==> src/vdsp_pkg.sv <==
// Shared constants and types for the video line buffer port controller.
package vdsp_pkg;
    // Register byte offsets.
    localparam logic [3:0] REG_CTRL = 4'h0;
    localparam logic [3:0] REG_STAT = 4'h4;
    localparam logic [3:0] REG_WDATA = 4'h8;
    localparam logic [3:0] REG_RDATA = 4'hc;
    // Control register fields.
    localparam int CTRL_EN_BIT = 0;
    localparam int CTRL_GATE_BIT = 1;
    localparam int CTRL_XFER_BIT = 2;
    localparam int CTRL_DIR_BIT = 3;
    localparam int CTRL_PSEUDO_BIT = 4;
    localparam int CTRL_RT_BIT = 5;
    localparam logic [7:0] CTRL_RESET = 8'h00;
    // Line buffer geometry.
    localparam int WORD_W = 4;
    localparam int DEPTH = 256;
    localparam int PTR_W = 8;
    // Timing, in ns (retention in us), at a 5 ns clock.
    localparam int CLK_NS = 5;
    localparam int SHIFT_HALF_NS = 80;
    localparam int SHIFT_HALF_CYC = (SHIFT_HALF_NS + CLK_NS - 1) / CLK_NS;
    localparam int XFER_LOW_NS = 200;
    localparam int XFER_LOW_CYC = (XFER_LOW_NS + CLK_NS - 1) / CLK_NS;
    localparam int XFER_TO_SHIFT_LEAD_NS = 10;
    localparam int XFER_TO_SHIFT_LEAD_CYC = (XFER_TO_SHIFT_LEAD_NS + CLK_NS - 1) / CLK_NS;
    localparam int RETAIN_US = 4000;
    localparam int RETAIN_CYC_DEF = RETAIN_US * 1000 / CLK_NS;
    localparam int MIN_SHIFTS = 256;
    localparam int POST_READ_SHIFTS = 2;
    localparam int CNT_W = 24;

    typedef struct packed {
        logic shift_clock;
        logic shift_port_gate_n;
        logic xfer_outen_n;
        logic mask_wren_n;
        logic row_strobe_n;
    } vdsp_ctl_t;

    typedef enum logic [2:0] {
        ST_IDLE,
        ST_SETUP,
        ST_STROBE,
        ST_RELEASE,
        ST_WARM
    } vdsp_xst_t;
endpackage

==> src/vdsp_ctrl.sv <==
// Controller driving the serial line buffer port of a dual-port video memory.
// Function
// [RULE1] Each shift clock rise advances the buffer pointer; 255 wraps to 0.
// [RULE2] Read word is valid after a shift rise, held until the next.
// [RULE3] Gate low enables serial access word by word; high disables it.
// [RULE4] In read mode gate acts as output enable for the data lines.
// [RULE5] In write mode gate acts as write enable; gated words not stored.
// [RULE6] Data line direction follows the most recent transfer.
// [RULE7] Apply at least 256 shift cycles in every 4 ms.
// [RULE8] Shifting with gate high still refreshes, data lines stay released.
// [RULE9] Read transfer move happens at the transfer strobe rising edge.
// [RULE10] Real-time transfer continues the stream without lost cycles.
// [RULE11] Keep shift clock running; place strobe rise within lead limits.
// [RULE12] Refresh array and line buffer within 4 ms.
// [RULE13] Shift clock period never exceeds 50000 ns.
// [RULE14] Mask/write-enable high at row strobe fall selects read transfer.
// [RULE15] Pseudo write transfer sets input mode without moving data.
// [RULE16] After a read transfer give two shift cycles before using data.
// [RULE17] Write words are sampled at the shift rise into the current slot.
// [RULE18] Device keeps a direction bit until the next transfer.
`timescale 1ns/1ps
module vdsp_ctrl #(
    parameter int RETAIN_CYC = vdsp_pkg::RETAIN_CYC_DEF
) (
    // Clock and reset
    input wire logic clk_i,
    input wire logic rst_i,
    // Wishbone slave
    input wire logic wb_cyc_i,
    input wire logic wb_stb_i,
    input wire logic wb_we_i,
    input wire logic [3:0] wb_adr_i,
    input wire logic [3:0] wb_sel_i,
    input wire logic [31:0] wb_dat_i,
    output logic [31:0] wb_dat_o,
    output logic wb_ack_o,
    // Device strobes
    output logic shift_clock_o,
    output logic shift_port_gate_n_o,
    output logic xfer_outen_n_o,
    output logic mask_wren_n_o,
    output logic row_strobe_n_o,
    // Shift data lines
    input wire logic [3:0] shift_data_lines_i,
    output logic [3:0] shift_data_lines_o,
    output logic shift_data_lines_oe_o
);
    initial begin
        if (RETAIN_CYC < 64 || RETAIN_CYC > 2 ** vdsp_pkg::CNT_W) $error("RETAIN_CYC out of range");
    end

    localparam int CNT_W_L = vdsp_pkg::CNT_W;
    logic [7:0] ctrl_q;
    logic [3:0] wdata_q;
    logic [3:0] rdata_q;
    logic [3:0] din_s1_q;
    logic [3:0] din_s2_q;
    logic [7:0] ptr_q;
    logic out_mode_q;
    logic ack_q;
    logic xfer_busy_q;
    logic [7:0] tmr_q;
    logic [1:0] warm_q;
    logic [CNT_W_L-1:0] win_q;
    logic [8:0] shifts_q;
    logic late_q;
    logic cap_pend_q;
    logic [1:0] cap_dly_q;
    logic xdir_q;
    logic xpseudo_q;
    vdsp_pkg::vdsp_xst_t st_q;
    vdsp_pkg::vdsp_ctl_t pins;
    logic [7:0] pre_q;

    wire sel_ok = wb_cyc_i && wb_stb_i && !ack_q;
    wire wr_ctrl = sel_ok && wb_we_i && wb_adr_i == vdsp_pkg::REG_CTRL && wb_sel_i[0];
    wire wr_wdata = sel_ok && wb_we_i && wb_adr_i == vdsp_pkg::REG_WDATA && wb_sel_i[0];
    wire start_xfer = wr_ctrl && wb_dat_i[vdsp_pkg::CTRL_XFER_BIT] && st_q == vdsp_pkg::ST_IDLE;
    wire enabled = ctrl_q[vdsp_pkg::CTRL_EN_BIT];
    wire gate_off = ctrl_q[vdsp_pkg::CTRL_GATE_BIT];
    wire shift_s;
    wire shift_rise;
    wire tmr_done = (tmr_q == 8'h00);
    // One extra count because the state register changes a cycle after this condition.
    wire shift_rise_soon = !shift_s && pre_q == 8'(vdsp_pkg::XFER_TO_SHIFT_LEAD_CYC + 1);

    // Shift clock free-runs while enabled, bounding its period.
    // [RULE11] continuous shift clock
    // [RULE13] bounded shift period
    vdsp_shift_gen #(
        .HALF(vdsp_pkg::SHIFT_HALF_CYC)
    ) u_shift (
        .clk_i(clk_i),
        .rst_i(rst_i),
        .run_i(enabled),
        .shift_o(shift_s),
        .rise_o(shift_rise)
    );

    always_ff @(posedge clk_i) begin
        if (rst_i) begin
            ctrl_q <= vdsp_pkg::CTRL_RESET;
            wdata_q <= 4'h0;
            ack_q <= 1'b0;
        end else begin
            ack_q <= sel_ok;
            if (wr_ctrl) ctrl_q <= wb_dat_i[7:0] & 8'hfb;
            if (wr_wdata) wdata_q <= wb_dat_i[3:0];
        end
    end

    // Transfer sequence on the row strobe and transfer strobe.
    always_ff @(posedge clk_i) begin
        if (rst_i) begin
            st_q <= vdsp_pkg::ST_IDLE;
            tmr_q <= 8'h00;
            xdir_q <= 1'b0;
            xpseudo_q <= 1'b0;
            out_mode_q <= 1'b0;
            warm_q <= 2'h0;
        end else begin
            if (!tmr_done) tmr_q <= tmr_q - 8'h01;
            if (shift_rise && warm_q != 2'h0) warm_q <= warm_q - 2'h1;
            unique case (st_q)
                vdsp_pkg::ST_IDLE: begin
                    if (start_xfer) begin
                        xdir_q <= wb_dat_i[vdsp_pkg::CTRL_DIR_BIT];
                        xpseudo_q <= wb_dat_i[vdsp_pkg::CTRL_PSEUDO_BIT];
                        tmr_q <= 8'(vdsp_pkg::XFER_LOW_CYC);
                        st_q <= vdsp_pkg::ST_SETUP;
                    end
                end
                vdsp_pkg::ST_SETUP: begin
                    st_q <= vdsp_pkg::ST_STROBE;
                end
                vdsp_pkg::ST_STROBE: begin
                    // [RULE11] in real-time mode, strobe rise just before a shift rise
                    if (tmr_done && (!ctrl_q[vdsp_pkg::CTRL_RT_BIT] || shift_rise_soon)) begin
                        st_q <= vdsp_pkg::ST_RELEASE;
                    end
                end
                vdsp_pkg::ST_RELEASE: begin
                    // [RULE6] direction follows this transfer
                    // [RULE18] mirror of device direction
                    out_mode_q <= xdir_q;
                    // [RULE16] two shift cycles after read
                    warm_q <= xdir_q ? 2'(vdsp_pkg::POST_READ_SHIFTS) : 2'h0;
                    st_q <= vdsp_pkg::ST_WARM;
                end
                vdsp_pkg::ST_WARM: begin
                    if (warm_q == 2'h0) st_q <= vdsp_pkg::ST_IDLE;
                end
            endcase
        end
    end

    always_ff @(posedge clk_i) begin
        if (rst_i || shift_rise) pre_q <= 8'(vdsp_pkg::SHIFT_HALF_CYC);
        else if (!shift_s && pre_q != 8'h00) pre_q <= pre_q - 8'h01;
    end

    wire in_xfer = st_q == vdsp_pkg::ST_SETUP || st_q == vdsp_pkg::ST_STROBE;
    wire row_low = st_q == vdsp_pkg::ST_STROBE || st_q == vdsp_pkg::ST_RELEASE;
    // [RULE14] mask/write-enable picks direction
    assign pins.mask_wren_n = (in_xfer || row_low) ? xdir_q : 1'b1;
    // [RULE9] strobe rises at end of low phase
    assign pins.xfer_outen_n = !in_xfer;
    assign pins.row_strobe_n = !row_low;
    assign pins.shift_clock = shift_s;
    // [RULE15] pseudo write uses the gate high at the row fall
    // [RULE3] gate low enables access
    // [RULE8] gate high during refresh shifting
    assign pins.shift_port_gate_n = (in_xfer || row_low) ? xpseudo_q : gate_off;

    always_ff @(posedge clk_i) begin
        if (rst_i) begin
            shift_clock_o <= 1'b0;
            shift_port_gate_n_o <= 1'b1;
            xfer_outen_n_o <= 1'b1;
            mask_wren_n_o <= 1'b1;
            row_strobe_n_o <= 1'b1;
        end else begin
            shift_clock_o <= pins.shift_clock;
            shift_port_gate_n_o <= pins.shift_port_gate_n;
            xfer_outen_n_o <= pins.xfer_outen_n;
            mask_wren_n_o <= pins.mask_wren_n;
            row_strobe_n_o <= pins.row_strobe_n;
        end
    end

    // Serial data: drive in write mode, capture in read mode.
    always_ff @(posedge clk_i) begin
        if (rst_i) begin
            din_s1_q <= 4'h0;
            din_s2_q <= 4'h0;
            rdata_q <= 4'h0;
            ptr_q <= 8'h00;
            cap_pend_q <= 1'b0;
            cap_dly_q <= 2'h0;
            shifts_q <= 9'h000;
            win_q <= '0;
            late_q <= 1'b0;
        end else begin
            din_s1_q <= shift_data_lines_i;
            din_s2_q <= din_s1_q;
            // [RULE1] pointer mirror with wrap
            if (shift_rise) ptr_q <= ptr_q + 8'h01;
            // [RULE2] sample well after access delay
            // The word settles a cycle after the pin edge and then needs two syncs.
            if (shift_rise) cap_pend_q <= out_mode_q && !gate_off && warm_q == 2'h0;
            else if (cap_dly_q == 2'h0) cap_pend_q <= 1'b0;
            if (shift_rise) cap_dly_q <= 2'h3;
            else if (cap_dly_q != 2'h0) cap_dly_q <= cap_dly_q - 2'h1;
            // [RULE10] each shift word captured in stream in read mode, with gate low, once warm-up shifts pass
            if (cap_pend_q && cap_dly_q == 2'h0) rdata_q <= din_s2_q;
            // [RULE7] count shifts per retention window
            // [RULE12] window flags late refresh
            if (win_q == CNT_W_L'(RETAIN_CYC - 1)) begin
                win_q <= '0;
                late_q <= late_q || shifts_q < 9'(vdsp_pkg::MIN_SHIFTS);
                shifts_q <= 9'h000;
            end else begin
                win_q <= win_q + 1'b1;
                if (shift_rise && shifts_q != 9'h1ff) shifts_q <= shifts_q + 9'h001;
            end
        end
    end

    // [RULE4] drive only while out_mode_q shows input mode, which lags the device until a read transfer's release
    // [RULE5] gate high blocks storage
    // [RULE17] word held across shift rise
    assign shift_data_lines_o = wdata_q;
    assign shift_data_lines_oe_o = !out_mode_q && enabled;

    assign wb_ack_o = ack_q;
    always_ff @(posedge clk_i) begin
        if (rst_i) wb_dat_o <= 32'h0000_0000;
        else unique case (wb_adr_i)
            vdsp_pkg::REG_CTRL: wb_dat_o <= {24'h0, ctrl_q};
            vdsp_pkg::REG_STAT: wb_dat_o <= {22'h0, late_q, out_mode_q,
                                             st_q != vdsp_pkg::ST_IDLE, ptr_q[6:0]};
            vdsp_pkg::REG_WDATA: wb_dat_o <= {28'h0, wdata_q};
            vdsp_pkg::REG_RDATA: wb_dat_o <= {28'h0, rdata_q};
            default: wb_dat_o <= 32'h0000_0000;
        endcase
    end
endmodule // vdsp_ctrl

==> src/vdsp_shift_gen.sv <==
// Shift clock divider with a rising-edge strobe.
`timescale 1ns/1ps
module vdsp_shift_gen #(
    parameter int HALF = vdsp_pkg::SHIFT_HALF_CYC
) (
    // Clock and reset
    input wire logic clk_i,
    input wire logic rst_i,
    // Control
    input wire logic run_i,
    // Outputs
    output logic shift_o,
    output logic rise_o
);
    initial begin
        // The half-period counter is eight bits wide.
        if (HALF < 2 || HALF > 256) $error("HALF out of range");
    end
    logic [7:0] cnt_q;
    logic shift_q;
    wire last = (cnt_q == 8'(HALF - 1));
    always_ff @(posedge clk_i) begin
        if (rst_i) begin
            cnt_q <= 8'h00;
            shift_q <= 1'b0;
        end else if (run_i || shift_q) begin
            cnt_q <= last ? 8'h00 : cnt_q + 8'h01;
            if (last) shift_q <= ~shift_q;
        end
    end
    assign shift_o = shift_q;
    assign rise_o = last && !shift_q && run_i;
endmodule // vdsp_shift_gen

==> config.mk <==
export PLATFORM = sky130hd
export DESIGN_NAME = vdsp_ctrl
export DESIGN_NICKNAME = d
export VERILOG_FILES = /design/src/vdsp_pkg.sv /design/src/vdsp_ctrl.sv /design/src/vdsp_shift_gen.sv
export SDC_FILE = /design/constraint.sdc
export NUM_CORES = 1
export LEC_CHECK = 0
export ABC_AREA = 1
export BUFFER_PORTS_ARGS = -buffer_cell sky130_fd_sc_hd__buf_2
export CAP_MARGIN = 30
export CORE_MARGIN = 3
export CORE_UTILIZATION = 53
export CTS_BUF_LIST = sky130_fd_sc_hd__clkbuf_8
export DETAILED_ROUTE_END_ITERATION = 10
export PLACE_DENSITY = 0.77
export SYNTH_ARGS = -nofsm -noshare
export SYNTH_HDL_FRONTEND = slang
export SYNTH_SLANG_ARGS = --single-unit
==> constraint.sdc <==
create_clock -name clk_i -period 1.5 [get_ports clk_i]
set_clock_uncertainty 0.1 [all_clocks]
set_input_delay 0.15 -clock clk_i [delete_from_list [all_inputs] [get_ports clk_i]]
set_output_delay 0.15 -clock clk_i [all_outputs]
set_load 0.02 [all_outputs]
==> load_flow_metrics.sql, run 1 <==
INSERT INTO impl_metrics (metric_group, metric, value, unit) VALUES
('floorplan', 'die_area', '11500', 'sq um'),
('pwr', 'power.ir.vdd_worst', '0.758', 'mV'),
('sta', 'timing_hold_violations_final', '0', ''),
('synthesis', 'post_synth_instance_area', '5420', 'sq um'),
('sta', 'achievable-frequency', '613', 'MHz'),
('floorplan', 'die_height', '107', 'microns'),
('worst_setup_path', 'rr_startpoint', 'win_q[8]', ''),
('synthesis', 'synth-seq-cells', '116', ''),
('global_routing', 'gr-total-overflow', '0', ''),
('synthesis', 'prevailing_post_synth_register_cell', 'sky130_fd_sc_hd__dfxtp_1', ''),
('worst_setup_path', 'cp-start-kind', 'flip-flop', ''),
('detailed_routing', 'first_iter_violations', '398', ''),
('worst_setup_path', 'critical-path-top-delay-family', 'simple AND/OR/NAND/NOR gates', ''),
('synthesis', 'synth-async-reset-ratio', '0', '%'),
('cts', 'cts_root_buf', 'sky130_fd_sc_hd__clkbuf_8', ''),
('worst_setup_path', 'worst-r2r-cell-count', '7', ''),
('detailed_routing', 'dr_total_vias', '5312', ''),
('cts', 'ctsHtreeMaxLevel', '4', ''),
('finish', 'final-instance-count-excl-fill', '1023', ''),
('worst_setup_path', 'timing.critical_path.slowest_cell_delay', '0.35', 'ns'),
('synthesis', 'synthCells', '757', ''),
('finish', 'layout_commonest_cell', 'sky130_fd_sc_hd__nand2_1', ''),
('place', 'place_congestion', '0.927', ''),
('place', 'placedInstanceArea', '6020', 'sq um'),
('worst_hold_path', 'hold_path_startpoint', 'wb_adr_i[0]', ''),
('worst_setup_path', 'timing.critical_path.buf_inv', '2', ''),
('finish', 'final_cell_mix', '148 x sky130_fd_sc_hd__nand2_1, 105 x sky130_fd_sc_hd__dfxtp_1, 98 x sky130_fd_sc_hd__nor2_1', ''),
('sta', 'rsz_0062_raised_after_global_routing', 'yes', ''),
('synthesis', 'syn-mean-instance-area', '7.17', 'sq um'),
('cts', 'clkSlewWorstSetupHoldPaths', '0.07', 'ns'),
('worst_setup_path', 'critical_path.cell_chain', 'inv_1 > nand4_1 > nor3_1 > nand3_2 > nand2_4 > clkbuf_16 > a21oi_2', ''),
('finish', 'syn_to_final_growth', '29.2', '%'),
('floorplan', 'floorplan.rows', '36', ''),
('sta', 'layout_worst_path_cycle_share', '109', '%'),
('finish', 'antennaDiodeCount', '0', ''),
('status', 'violations', 'setup timing', ''),
('floorplan', 'area_of_the_placeable_core', '9860', 'sq um'),
('synthesis', 'ys_types', '38', ''),
('worst_setup_path', 'crit_path_max_fanout', '8', ''),
('finish', 'post_route_cells_drive_above_1_share', '25.4', '%'),
('sta', 'setup_viol', '34', ''),
('worst_setup_path', 'path_class', 'reg -> reg', ''),
('detailed_routing', 'drtAntennaViolNets', '0', ''),
('place', 'place.detailed.hpwl', '8670', 'microns'),
('sta', 'slew_viol_final', '0', ''),
('place', 'dp.cells', '964', ''),
('finish', 'finalNetCount', '938', ''),
('floorplan', 'num_io_pins', '92', ''),
('synthesis', 'synth-edff-count', '0', ''),
('global_routing', 'grt_max_degree', '34', ''),
('worst_hold_path', 'hp-class', 'in -> reg', ''),
('floorplan', 'initial_core_util', '55.0', '%'),
('worst_setup_path', 'cp.required', '1.72', 'ns'),
('pwr', 'lkg_pwr', '0.00298', 'uW'),
('worst_setup_path', 'setup.worst_path.end_class', 'flip-flop', ''),
('cts', 'cts_tree', 'yes', ''),
('cts', 'numClockSinks', '116', ''),
('global_routing', 'grt_antenna_before_repair', '0', ''),
('status', 'outcome', 'finished with violations', ''),
('sta', 'fin_crit', '1.63', 'ns'),
('worst_hold_path', 'hold-path-endpoint', 'shift_data_lines_o[3]', ''),
('global_routing', 'grt_util_all_layers', '22.4', '%'),
('sta', 'postLayoutSetupSlackWorst', '-0.132', 'ns'),
('place', 'dp_slack', '-0.125', 'ns'),
('global_routing', 'grt_pass1_vias', '4988', ''),
('detailed_routing', 'drtPass1Iterations', '7', ''),
('synthesis', 'yosys_warnings', '0', ''),
('worst_hold_path', 'min_delay_path_depth', '5', ''),
('detailed_routing', 'route.final.wire_length', '13700', 'microns'),
('worst_setup_path', 'crit_arrival', '1.85', 'ns'),
('detailed_routing', 'vias_per_cell', '5.19', '');
==> worst register-to-register path, cell delays in order (launching register included) <==
cell and delay [ns]:
sky130_fd_sc_hd__dfxtp_1 0.35, sky130_fd_sc_hd__inv_1 0.16, sky130_fd_sc_hd__nand4_1 0.11, sky130_fd_sc_hd__nor3_1 0.27
sky130_fd_sc_hd__nand3_2 0.14, sky130_fd_sc_hd__nand2_4 0.16, sky130_fd_sc_hd__clkbuf_16 0.20, sky130_fd_sc_hd__a21oi_2 0.04
==> power by group <==
group / switching, uW / total [uW] / internal (uW)
Combinational: 978 / 1620 / 641
Sequential: 175 / 3500 / 3330
Clock: 1320 / 2850 / 1530
==> cells in the mapped netlist (3+ instances only) <==
library cell	count	area, sq um
sky130_fd_sc_hd__a21oi_1	50	250
sky130_fd_sc_hd__buf_4	22	165
sky130_fd_sc_hd__buf_6	4	45.0
sky130_fd_sc_hd__clkbuf_1	4	15.0
sky130_fd_sc_hd__dfxtp_1	116	2320
sky130_fd_sc_hd__ha_1	12	150
sky130_fd_sc_hd__inv_1	96	360
sky130_fd_sc_hd__inv_2	5	18.8
sky130_fd_sc_hd__nand2_1	158	593
sky130_fd_sc_hd__nand2_2	3	18.8
sky130_fd_sc_hd__nand3_1	47	235
sky130_fd_sc_hd__nand4_1	16	100
sky130_fd_sc_hd__nor2_1	117	439
sky130_fd_sc_hd__nor2_4	6	67.6
sky130_fd_sc_hd__nor3_1	19	95.1
sky130_fd_sc_hd__o21ai_0	27	135
sky130_fd_sc_hd__o21ai_1	5	25.0
sky130_fd_sc_hd__xnor2_1	6	52.6
sky130_fd_sc_hd__xor2_1	20	175
==> worst max path at each step <==
| stage | startpoint | to | slack (ns) |
|---|---|---|---|
| after floorplan | win_q[1] | win_q[16] | 0.03 |
| after global placement | shifts_q[1] | shifts_q[0] | -0.02 |
| after detailed placement | u_shift.cnt_q[0] | shifts_q[0] | -0.13 |
| after CTS | u_shift.cnt_q[1] | shifts_q[4] | -0.003 |
| after global routing | win_q[6] | win_q[10] | -0.20 |
| final | win_q[8] | shifts_q[8] | -0.13 |
==> logic make-up (layout without fill, tap and decap cells) <==
logic type / after synthesis / in the layout / synth area share (%)
other: 1 / 22 / 0.0691
AND/OR/NAND/NOR: 377 / 377 / 30.1
XOR/XNOR: 26 / 26 / 4.20
adder cells (fa/ha/maj): 12 / 12 / 2.77
buffers and inverters: 135 / 247 / 11.4
AO/OA/AOI/OAI: 90 / 90 / 8.63
flip-flops: 116 / 116 / 42.8
==> through the flow <==
| stage | total power (uW) | TNS (ns) | hold WS, ns |
|---|---|---|---|
| 2_1_floorplan | 4680 | 0 | 0.157 |
| 3_3_place_gp | 4900 | -0.101 | 0.252 |
| 3_5_place_dp | 4970 | -1.66 | 0.259 |
| 4_1_cts | 7840 | -0.00483 | 0.0934 |
| 5_1_grt | 8380 | -5.59 | 0.116 |
| 6_report | 7970 | -3.35 | 0.103 |
==> timing repair <==
action	in CTS	in global routing
hold endpoints to repair	21	0
gates resized for setup	15	84
buffers inserted	4	4
hold buffers	15	0
gates cloned	0	4
pin swaps	8	15
setup endpoints to repair	32	72
==> layer usage <==
layer / vias up / routed length (microns) / track usage, %
li1: 2601 / - / -
met1: 2487 / 5650 / 27.1
met2: 193 / 6840 / 38.0
met3: 31 / 852 / 5.18
met4: 0 / 303 / 9.77
met5: - / 0 / 0
==> state kept, by name, summed over array words and instances (netlist names), 2 cells and up <==
| signal | flops |
|---|---|
| win_q | 24 |
| pre_q | 8 |
| warm_q | 2 |
| din_s2_q | 4 |
| wb_dat_o | 10 |
| shift_data_lines_o | 4 |
| ptr_q | 7 |
| st_q | 3 |
| tmr_q | 8 |
| din_s1_q | 4 |
| u_shift.cnt_q | 8 |
| shifts_q | 9 |
| ctrl_q | 7 |
| cap_dly_q | 2 |
| rdata_q | 4 |
==> cell type report <==
cell class                      count  area (sq um)  share of cell area [%]
Multi-Input combinational cell    527          2850                    40.7
Sequential cell                   116          2340                    33.3
Timing Repair Buffer              112           857                    12.2
Inverter                          102           390                    5.57
Clock buffer                       18           248                    3.54
Tap cell                          133           166                    2.37
Clock inverter                     14           154                    2.20
Timing Repair inverter              1          7.51                   0.107
Note: power is estimated with default switching activity, not from simulation.
==> run 2, diff against run 1 <==
--- a/config.mk
+++ b/config.mk
@@ -12,7 +12,7 @@
 export CORE_UTILIZATION = 53
 export CTS_BUF_LIST = sky130_fd_sc_hd__clkbuf_8
 export DETAILED_ROUTE_END_ITERATION = 10
-export PLACE_DENSITY = 0.77
+export PLACE_DENSITY = 0.79
 export SYNTH_ARGS = -nofsm -noshare
 export SYNTH_HDL_FRONTEND = slang
 export SYNTH_SLANG_ARGS = --single-unit
==> load_flow_metrics.sql, run 2 (synthesized netlist as in run 1, its figures left out) <==
INSERT INTO impl_metrics (metric_group, metric, value, unit) VALUES
('status', 'outcome', 'finished with violations', ''),
('status', 'violations', 'setup timing', ''),
('floorplan', 'num_io_pins', '92', ''),
('sta', 'achievable-frequency', '554', 'MHz'),
('pwr', 'finalPower', '8430', 'uW'),
('detailed_routing', 'avgRoutedWirePerCell', '15.9', 'microns'),
('detailed_routing', 'first_iter_violations', '659', ''),
('cts', 'numClockSinks', '116', ''),
('worst_hold_path', 'hold_path_startpoint', 'wb_adr_i[3]', ''),
('cts', 'cts_tree', 'yes', ''),
('floorplan', 'floorplan.rows', '36', ''),
('floorplan', 'initial_core_util', '55.0', '%'),
('global_routing', 'gr-total-overflow', '0', ''),
('cts', 'cts_root_buf', 'sky130_fd_sc_hd__clkbuf_8', ''),
('worst_hold_path', 'hp-class', 'in -> reg', ''),
('sta', 'layout_worst_path_cycle_share', '120', '%'),
('detailed_routing', 'drtPass1Iterations', '7', ''),
('floorplan', 'die_area', '11500', 'sq um'),
('finish', 'post_route_cells_drive_above_1_share', '29.1', '%'),
('finish', 'final-instance-count-excl-fill', '1030', ''),
('sta', 'fin_crit', '1.80', 'ns'),
('place', 'place_congestion', '0.897', ''),
('detailed_routing', 'drtAntennaViolNets', '0', ''),
('pwr', 'power.ir.vdd_worst', '0.863', 'mV'),
('finish', 'finalNetCount', '945', ''),
('sta', 'tns', '-3.47', 'ns'),
('finish', 'syn_to_final_growth', '34.7', '%'),
('pwr', 'lkg_pwr', '0.00311', 'uW'),
('place', 'place.detailed.hpwl', '8770', 'microns'),
('worst_setup_path', 'setup.worst_path.start', 'shifts_q[1]', ''),
('global_routing', 'grt_max_degree', '37', ''),
('worst_setup_path', 'cp.required', '1.75', 'ns'),
('global_routing', 'grt_antenna_before_repair', '0', ''),
('global_routing', 'grt_pass1_vias', '5028', ''),
('worst_setup_path', 'crit_path_max_fanout', '9', ''),
('sta', 'postLayoutSetupSlackWorst', '-0.305', 'ns'),
('finish', 'largest_register', 'win_q', ''),
('worst_setup_path', 'rr_startpoint', 'shifts_q[1]', ''),
('worst_setup_path', 'setup.worst_path.end_class', 'flip-flop', ''),
('worst_setup_path', 'cp-start-kind', 'flip-flop', ''),
('job', 'drv_cap', '0', ''),
('detailed_routing', 'remaining_drc_errors', '0', ''),
('finish', 'layout_commonest_cell', 'sky130_fd_sc_hd__nand2_1', ''),
('worst_setup_path', 'path_class', 'reg -> reg', ''),
('floorplan', 'die_height', '107', 'microns'),
('cts', 'ctsHtreeMaxLevel', '4', ''),
('sta', 'timing_hold_violations_final', '0', ''),
('detailed_routing', 'vias_per_cell', '5.58', ''),
('place', 'dp.cells', '964', ''),
('floorplan', 'area_of_the_placeable_core', '9860', 'sq um'),
('floorplan', 'die_x', '107', 'microns'),
('sta', 'setup_viol', '45', ''),
('cts', 'clk-insertion-delay-late', '0.45', 'ns'),
('finish', 'largest_reg_flops', '24', ''),
('global_routing', 'grt_util_all_layers', '23.0', '%'),
('worst_setup_path', 'crit_arrival', '2.06', 'ns'),
('cts', 'cts_made_buffers', '17', ''),
('pwr', 'power_density', '1150', 'nW/um^2'),
('sta', 'rsz_0062_raised_after_global_routing', 'yes', ''),
('finish', 'layout_top_registers', 'win_q (24), wb_dat_o (10), shifts_q (9)', ''),
('sta', 'holdWs', '0.123', 'ns'),
('place', 'io_buffer_count', '42', ''),
('detailed_routing', 'dr_total_vias', '5743', ''),
('global_routing', 'global_route_wire_length_before_repair', '21400', 'microns'),
('detailed_routing', 'route.final.wire_length', '16400', 'microns'),
('finish', 'final_cell_mix', '137 x sky130_fd_sc_hd__nand2_1, 99 x sky130_fd_sc_hd__dfxtp_1, 94 x sky130_fd_sc_hd__nor2_1', ''),
('cts', 'clkSlewWorstSetupHoldPaths', '0.08', 'ns'),
('sta', 'slew_viol_final', '0', ''),
('cts', 'clk_path_buf_depth', '2', '');
==> run 2: cell count changes in the layout (fill, tap and decap cells not counted), moves of 4 or more <==
cell	delta
sky130_fd_sc_hd__nand2_2	+9
sky130_fd_sc_hd__buf_12	+4
sky130_fd_sc_hd__dfxtp_1	-6
sky130_fd_sc_hd__buf_6	+4
sky130_fd_sc_hd__nor2_1	-4
sky130_fd_sc_hd__clkinvlp_4	-4
sky130_fd_sc_hd__nand2_1	-11
==> run 2: worst paths after layout <==
| check | endpoint | slack [ns] | cells past startpoint |
|---|---|---|---|
| worst max-delay path | shifts_q[8] | -0.30 | 8 |
| worst min-delay path | shift_data_lines_o[3] | 0.12 | 4 |
| worst max register to register | shifts_q[8] | -0.30 | 8 |
| worst min register to register | din_s2_q[1] | 0.31 | 2 |
==> run 2: critical path: stages, from the launching register on <==
cell and delay, ns:
sky130_fd_sc_hd__dfxtp_2 0.35, sky130_fd_sc_hd__ha_4 0.13, sky130_fd_sc_hd__nand4_1 0.17, sky130_fd_sc_hd__nor3b_2 0.29, sky130_fd_sc_hd__ha_2 0.25, sky130_fd_sc_hd__nor2_4 0.07, sky130_fd_sc_hd__inv_4 0.11, sky130_fd_sc_hd__nand2_1 0.07
sky130_fd_sc_hd__a21oi_1 0.18
==> run 2: area by class of cell <==
| type | instances | area (sq um) |
|---|---|---|
| timing repair buffer | 120 | 992 |
| clock buffer | 17 | 234 |
| clock inverter | 14 | 189 |
| tap | 133 | 166 |
| sequential | 116 | 2350 |
| multi-input combinational | 527 | 2970 |
| antenna | 1 | 2.50 |
| fill | 592 | 2560 |
| inverter | 102 | 403 |
==> run 2: per-stage QoR <==
stage                     area (sq um)  util, %  setup slack (ns)
after detailed placement          6050     61.3           -0.0828
after floorplan                   5540        -            0.0270
final                             7310     74.1            -0.305
after CTS                         6710     68.0           -0.0331
after global placement            6050     61.3           -0.0108
after global routing              7310     74.1            -0.411
==> run 2: power breakdown <==
| part | switching, uW | total, uW | internal [uW] | leakage, uW |
|---|---|---|---|---|
| combinational | 1060 | 1790 | 725 | 0.00194 |
| clock | 1350 | 3140 | 1790 | 0.000213 |
| sequential | 189 | 3510 | 3320 | 0.000950 |
==> run 2: what timing repair did <==
| action | 4_1_cts | 5_1_grt |
|---|---|---|
| pin swaps | 7 | 31 |
| setup buffers | 3 | 13 |
| endpoints found under the setup margin | 26 | 77 |
| cloned | 0 | 3 |
| gates resized for setup | 18 | 139 |
| hold buffers | 15 | 0 |
| hold endpoints to repair | 21 | 0 |
==> run 2: metal layers <==
metal	track usage (%)	part of all wire (%)	up-vias
met4	11.9	5.4	0
met2	38.4	49	361
met3	5.66	8.3	103
met1	27.3	37	2664
li1	-	-	2615
met5	0	0	-
==> run 3, diff against run 2 <==
==> constraint.sdc (replaced) <==
create_clock -name clk_i -period 1.5 [get_ports clk_i]
set_clock_uncertainty 0.1 [all_clocks]
set_input_delay 0.15 -clock clk_i [delete_from_list [all_inputs] [get_ports clk_i]]
set_output_delay 0.15 -clock clk_i [all_outputs]
set_load 0.05 [all_outputs]
==> load_flow_metrics.sql, run 3 (synthesized netlist as in run 1, its figures left out) <==
INSERT INTO impl_metrics (metric_group, metric, value, unit) VALUES
('status', 'outcome', 'finished with violations', ''),
('status', 'violations', 'setup timing', ''),
('finish', 'postLayoutCoreUtil', '71.5', '%'),
('place', 'placedInstanceArea', '6050', 'sq um'),
('finish', 'largest_reg_flops', '24', ''),
('worst_setup_path', 'setup.worst_path.start', 'shifts_q[1]', ''),
('global_routing', 'grt_antenna_before_repair', '0', ''),
('finish', 'final_area', '7050', 'sq um'),
('worst_setup_path', 'end_of_the_critical_path', 'shifts_q[7]', ''),
('detailed_routing', 'drtPass1Iterations', '6', ''),
('pwr', 'power_density', '1240', 'nW/um^2'),
('worst_setup_path', 'reg2reg_setup_slack', '-0.12', 'ns'),
('detailed_routing', 'remaining_drc_errors', '0', ''),
('pwr', 'switching_power', '2690', 'uW'),
('floorplan', 'die_area', '11500', 'sq um'),
('worst_setup_path', 'worst-r2r-cell-count', '8', ''),
('detailed_routing', 'avgRoutedWirePerCell', '13.8', 'microns'),
('sta', 'timing_hold_violations_final', '0', ''),
('sta', 'tns', '-0.779', 'ns'),
('global_routing', 'grt_max_degree', '37', ''),
('pwr', 'lkg_pwr', '0.00299', 'uW'),
('place', 'place.detailed.hpwl', '8590', 'microns'),
('cts', 'numClockSinks', '116', ''),
('cts', 'clk_path_buf_depth', '2', ''),
('detailed_routing', 'route.final.wire_length', '14100', 'microns'),
('finish', 'syn_to_final_growth', '30.0', '%'),
('sta', 'postLayoutSetupSlackWorst', '-0.118', 'ns'),
('sta', 'achievable-frequency', '618', 'MHz'),
('floorplan', 'initial_core_util', '55.0', '%'),
('worst_setup_path', 'cp.required', '1.77', 'ns'),
('sta', 'setup_viol', '21', ''),
('global_routing', 'grt_util_all_layers', '23.1', '%'),
('place', 'io_buffer_count', '42', ''),
('pwr', 'power.share.switching', '30.6', '%'),
('worst_setup_path', 'crit_arrival', '1.89', 'ns'),
('cts', 'cts_made_buffers', '17', ''),
('global_routing', 'gr-total-overflow', '0', ''),
('worst_setup_path', 'setup.worst_path.end_class', 'flip-flop', ''),
('finish', 'antennaDiodeCount', '0', ''),
('place', 'place_congestion', '0.894', ''),
('worst_setup_path', 'rr_startpoint', 'shifts_q[1]', ''),
('job', 'drv_cap', '0', ''),
('finish', 'largest_register', 'win_q', ''),
('pwr', 'seq_power_share', '39.9', '%'),
('finish', 'post_route_cells_drive_above_1_share', '24.1', '%'),
('sta', 'layout_worst_path_cycle_share', '108', '%'),
('detailed_routing', 'first_iter_violations', '457', ''),
('cts', 'clkSlewWorstSetupHoldPaths', '0.08', 'ns'),
('detailed_routing', 'vias_per_cell', '5.30', ''),
('worst_hold_path', 'hold_path_startpoint', 'rst_i', ''),
('worst_hold_path', 'hp-class', 'in -> reg', ''),
('floorplan', 'area_of_the_placeable_core', '9860', 'sq um'),
('floorplan', 'die_x', '107', 'microns'),
('cts', 'ctsHtreeMaxLevel', '4', ''),
('worst_setup_path', 'path_class', 'reg -> reg', ''),
('detailed_routing', 'drtAntennaViolNets', '0', ''),
('finish', 'layout_top_registers', 'win_q (24), wb_dat_o (10), shifts_q (9)', ''),
('detailed_routing', 'dr_total_vias', '5420', ''),
('finish', 'sequential_cell_area', '2340', 'sq um'),
('sta', 'rsz_0062_raised_after_global_routing', 'yes', ''),
('pwr', 'comb_power_share', '20.6', '%'),
('floorplan', 'num_io_pins', '92', ''),
('pwr', 'p_int', '6090', 'uW'),
('floorplan', 'die_height', '107', 'microns'),
('finish', 'finalNetCount', '937', ''),
('cts', 'cts_tree', 'yes', ''),
('pwr', 'power.ir.vdd_worst', '0.790', 'mV'),
('floorplan', 'floorplan.rows', '36', ''),
('finish', 'final_cell_mix', '150 x sky130_fd_sc_hd__nand2_1, 102 x sky130_fd_sc_hd__nor2_1, 101 x sky130_fd_sc_hd__dfxtp_1', ''),
('finish', 'area_of_the_multi_input_gates', '2810', 'sq um'),
('global_routing', 'grt_pass1_vias', '4912', ''),
('sta', 'fin_crit', '1.62', 'ns'),
('cts', 'cts_root_buf', 'sky130_fd_sc_hd__clkbuf_8', ''),
('finish', 'layout_commonest_cell', 'sky130_fd_sc_hd__nand2_1', ''),
('finish', 'fill_cells', '662', ''),
('worst_setup_path', 'r2r-end', 'shifts_q[7]', ''),
('global_routing', 'global_route_wire_length_before_repair', '21300', 'microns'),
('pwr', 'power_frac_clock', '39.5', '%'),
('sta', 'slew_viol_final', '0', ''),
('worst_setup_path', 'crit_path_max_fanout', '10', ''),
('worst_setup_path', 'cp-start-kind', 'flip-flop', ''),
('cts', 'clk-insertion-delay-late', '0.44', 'ns');
==> run 3: changes by cell type in the layout (fill, tap and decap cells not counted), moves of 3 or more <==
cell,delta
sky130_fd_sc_hd__nor2_2,-4
sky130_fd_sc_hd__inv_2,-3
sky130_fd_sc_hd__o21ai_2,-4
sky130_fd_sc_hd__a21oi_1,+7
sky130_fd_sc_hd__a21oi_2,-7
sky130_fd_sc_hd__nor2_1,+8
sky130_fd_sc_hd__inv_6,+4
sky130_fd_sc_hd__dfxtp_4,-3
sky130_fd_sc_hd__inv_1,+3
sky130_fd_sc_hd__nand2_2,-10
sky130_fd_sc_hd__buf_6,-5
sky130_fd_sc_hd__nor2_4,-4
sky130_fd_sc_hd__nand2_1,+13
sky130_fd_sc_hd__clkinv_2,-3
==> run 3: power by group through the flow <==
stage	clock network, uW	logic (uW)	registers (uW)
floorplan	0	1220	3550
global placement	0	1490	3540
detailed placement	0	1570	3550
CTS	3490	1630	3480
global route	3640	1980	3530
finish	3470	1810	3500
==> run 3: worst min-delay path by stage <==
stage / cells past startpoint / slack (ns) / to
6_report: 3 / 0.02 / wb_ack_o
5_1_grt: 3 / 0.02 / ptr_q[5]
4_1_cts: 3 / 0.001 / wb_ack_o
3_5_place_dp: 3 / 0.26 / din_s1_q[1]
3_3_place_gp: 3 / 0.25 / din_s1_q[1]
2_1_floorplan: 2 / 0.16 / din_s1_q[0]
==> run 3: through the flow <==
step	cells	total power, uW	hold slack [ns]	worst slack, ns
5_1_grt	1022	9150	0.0233	-0.193
3_5_place_dp	964	5120	0.260	-0.105
6_report	1022	8780	0.0197	-0.118
3_3_place_gp	964	5020	0.251	-0.0188
2_1_floorplan	778	4770	0.157	0.0270
4_1_cts	1010	8600	0.00140	-0.0556
==> run 3: layout make-up <==
class	count	area share, %
Timing Repair inverter	1	0.106
Clock buffer	19	3.71
Clock inverter	13	3.10
Timing Repair Buffer	111	12.2
Inverter	102	5.53
Multi-Input combinational cell	527	39.8
Tap cell	133	2.36
Sequential cell	116	33.2
==> run 3: metal layers <==
metal  up-vias  GRT usage, %  routed length, microns
li1       2598             -                       -
met1      2463          26.4                    5540
met2       266          38.7                    6830
met3        93          5.96                     982
met4         0          13.5                     798
met5         -             0                       0
==> run 3: what timing repair did <==
action                                  CTS  global route
hold buffers                             14             0
setup buffers                             0             9
endpoints found under the setup margin   49            74
cloned                                    0             3
resized for setup                        17            70
pin swaps                                 3            16
hold endpoints to repair                 19             0
==> run 3: critical path, stage by stage, from the launching register on <==
cell	delay (ns)
sky130_fd_sc_hd__dfxtp_2	0.35
sky130_fd_sc_hd__ha_4	0.13
sky130_fd_sc_hd__nand4_1	0.12
sky130_fd_sc_hd__nor3b_2	0.22
sky130_fd_sc_hd__ha_2	0.22
sky130_fd_sc_hd__nor2_4	0.07
sky130_fd_sc_hd__inv_4	0.10
sky130_fd_sc_hd__nand2_1	0.07
sky130_fd_sc_hd__a21oi_1	0.15
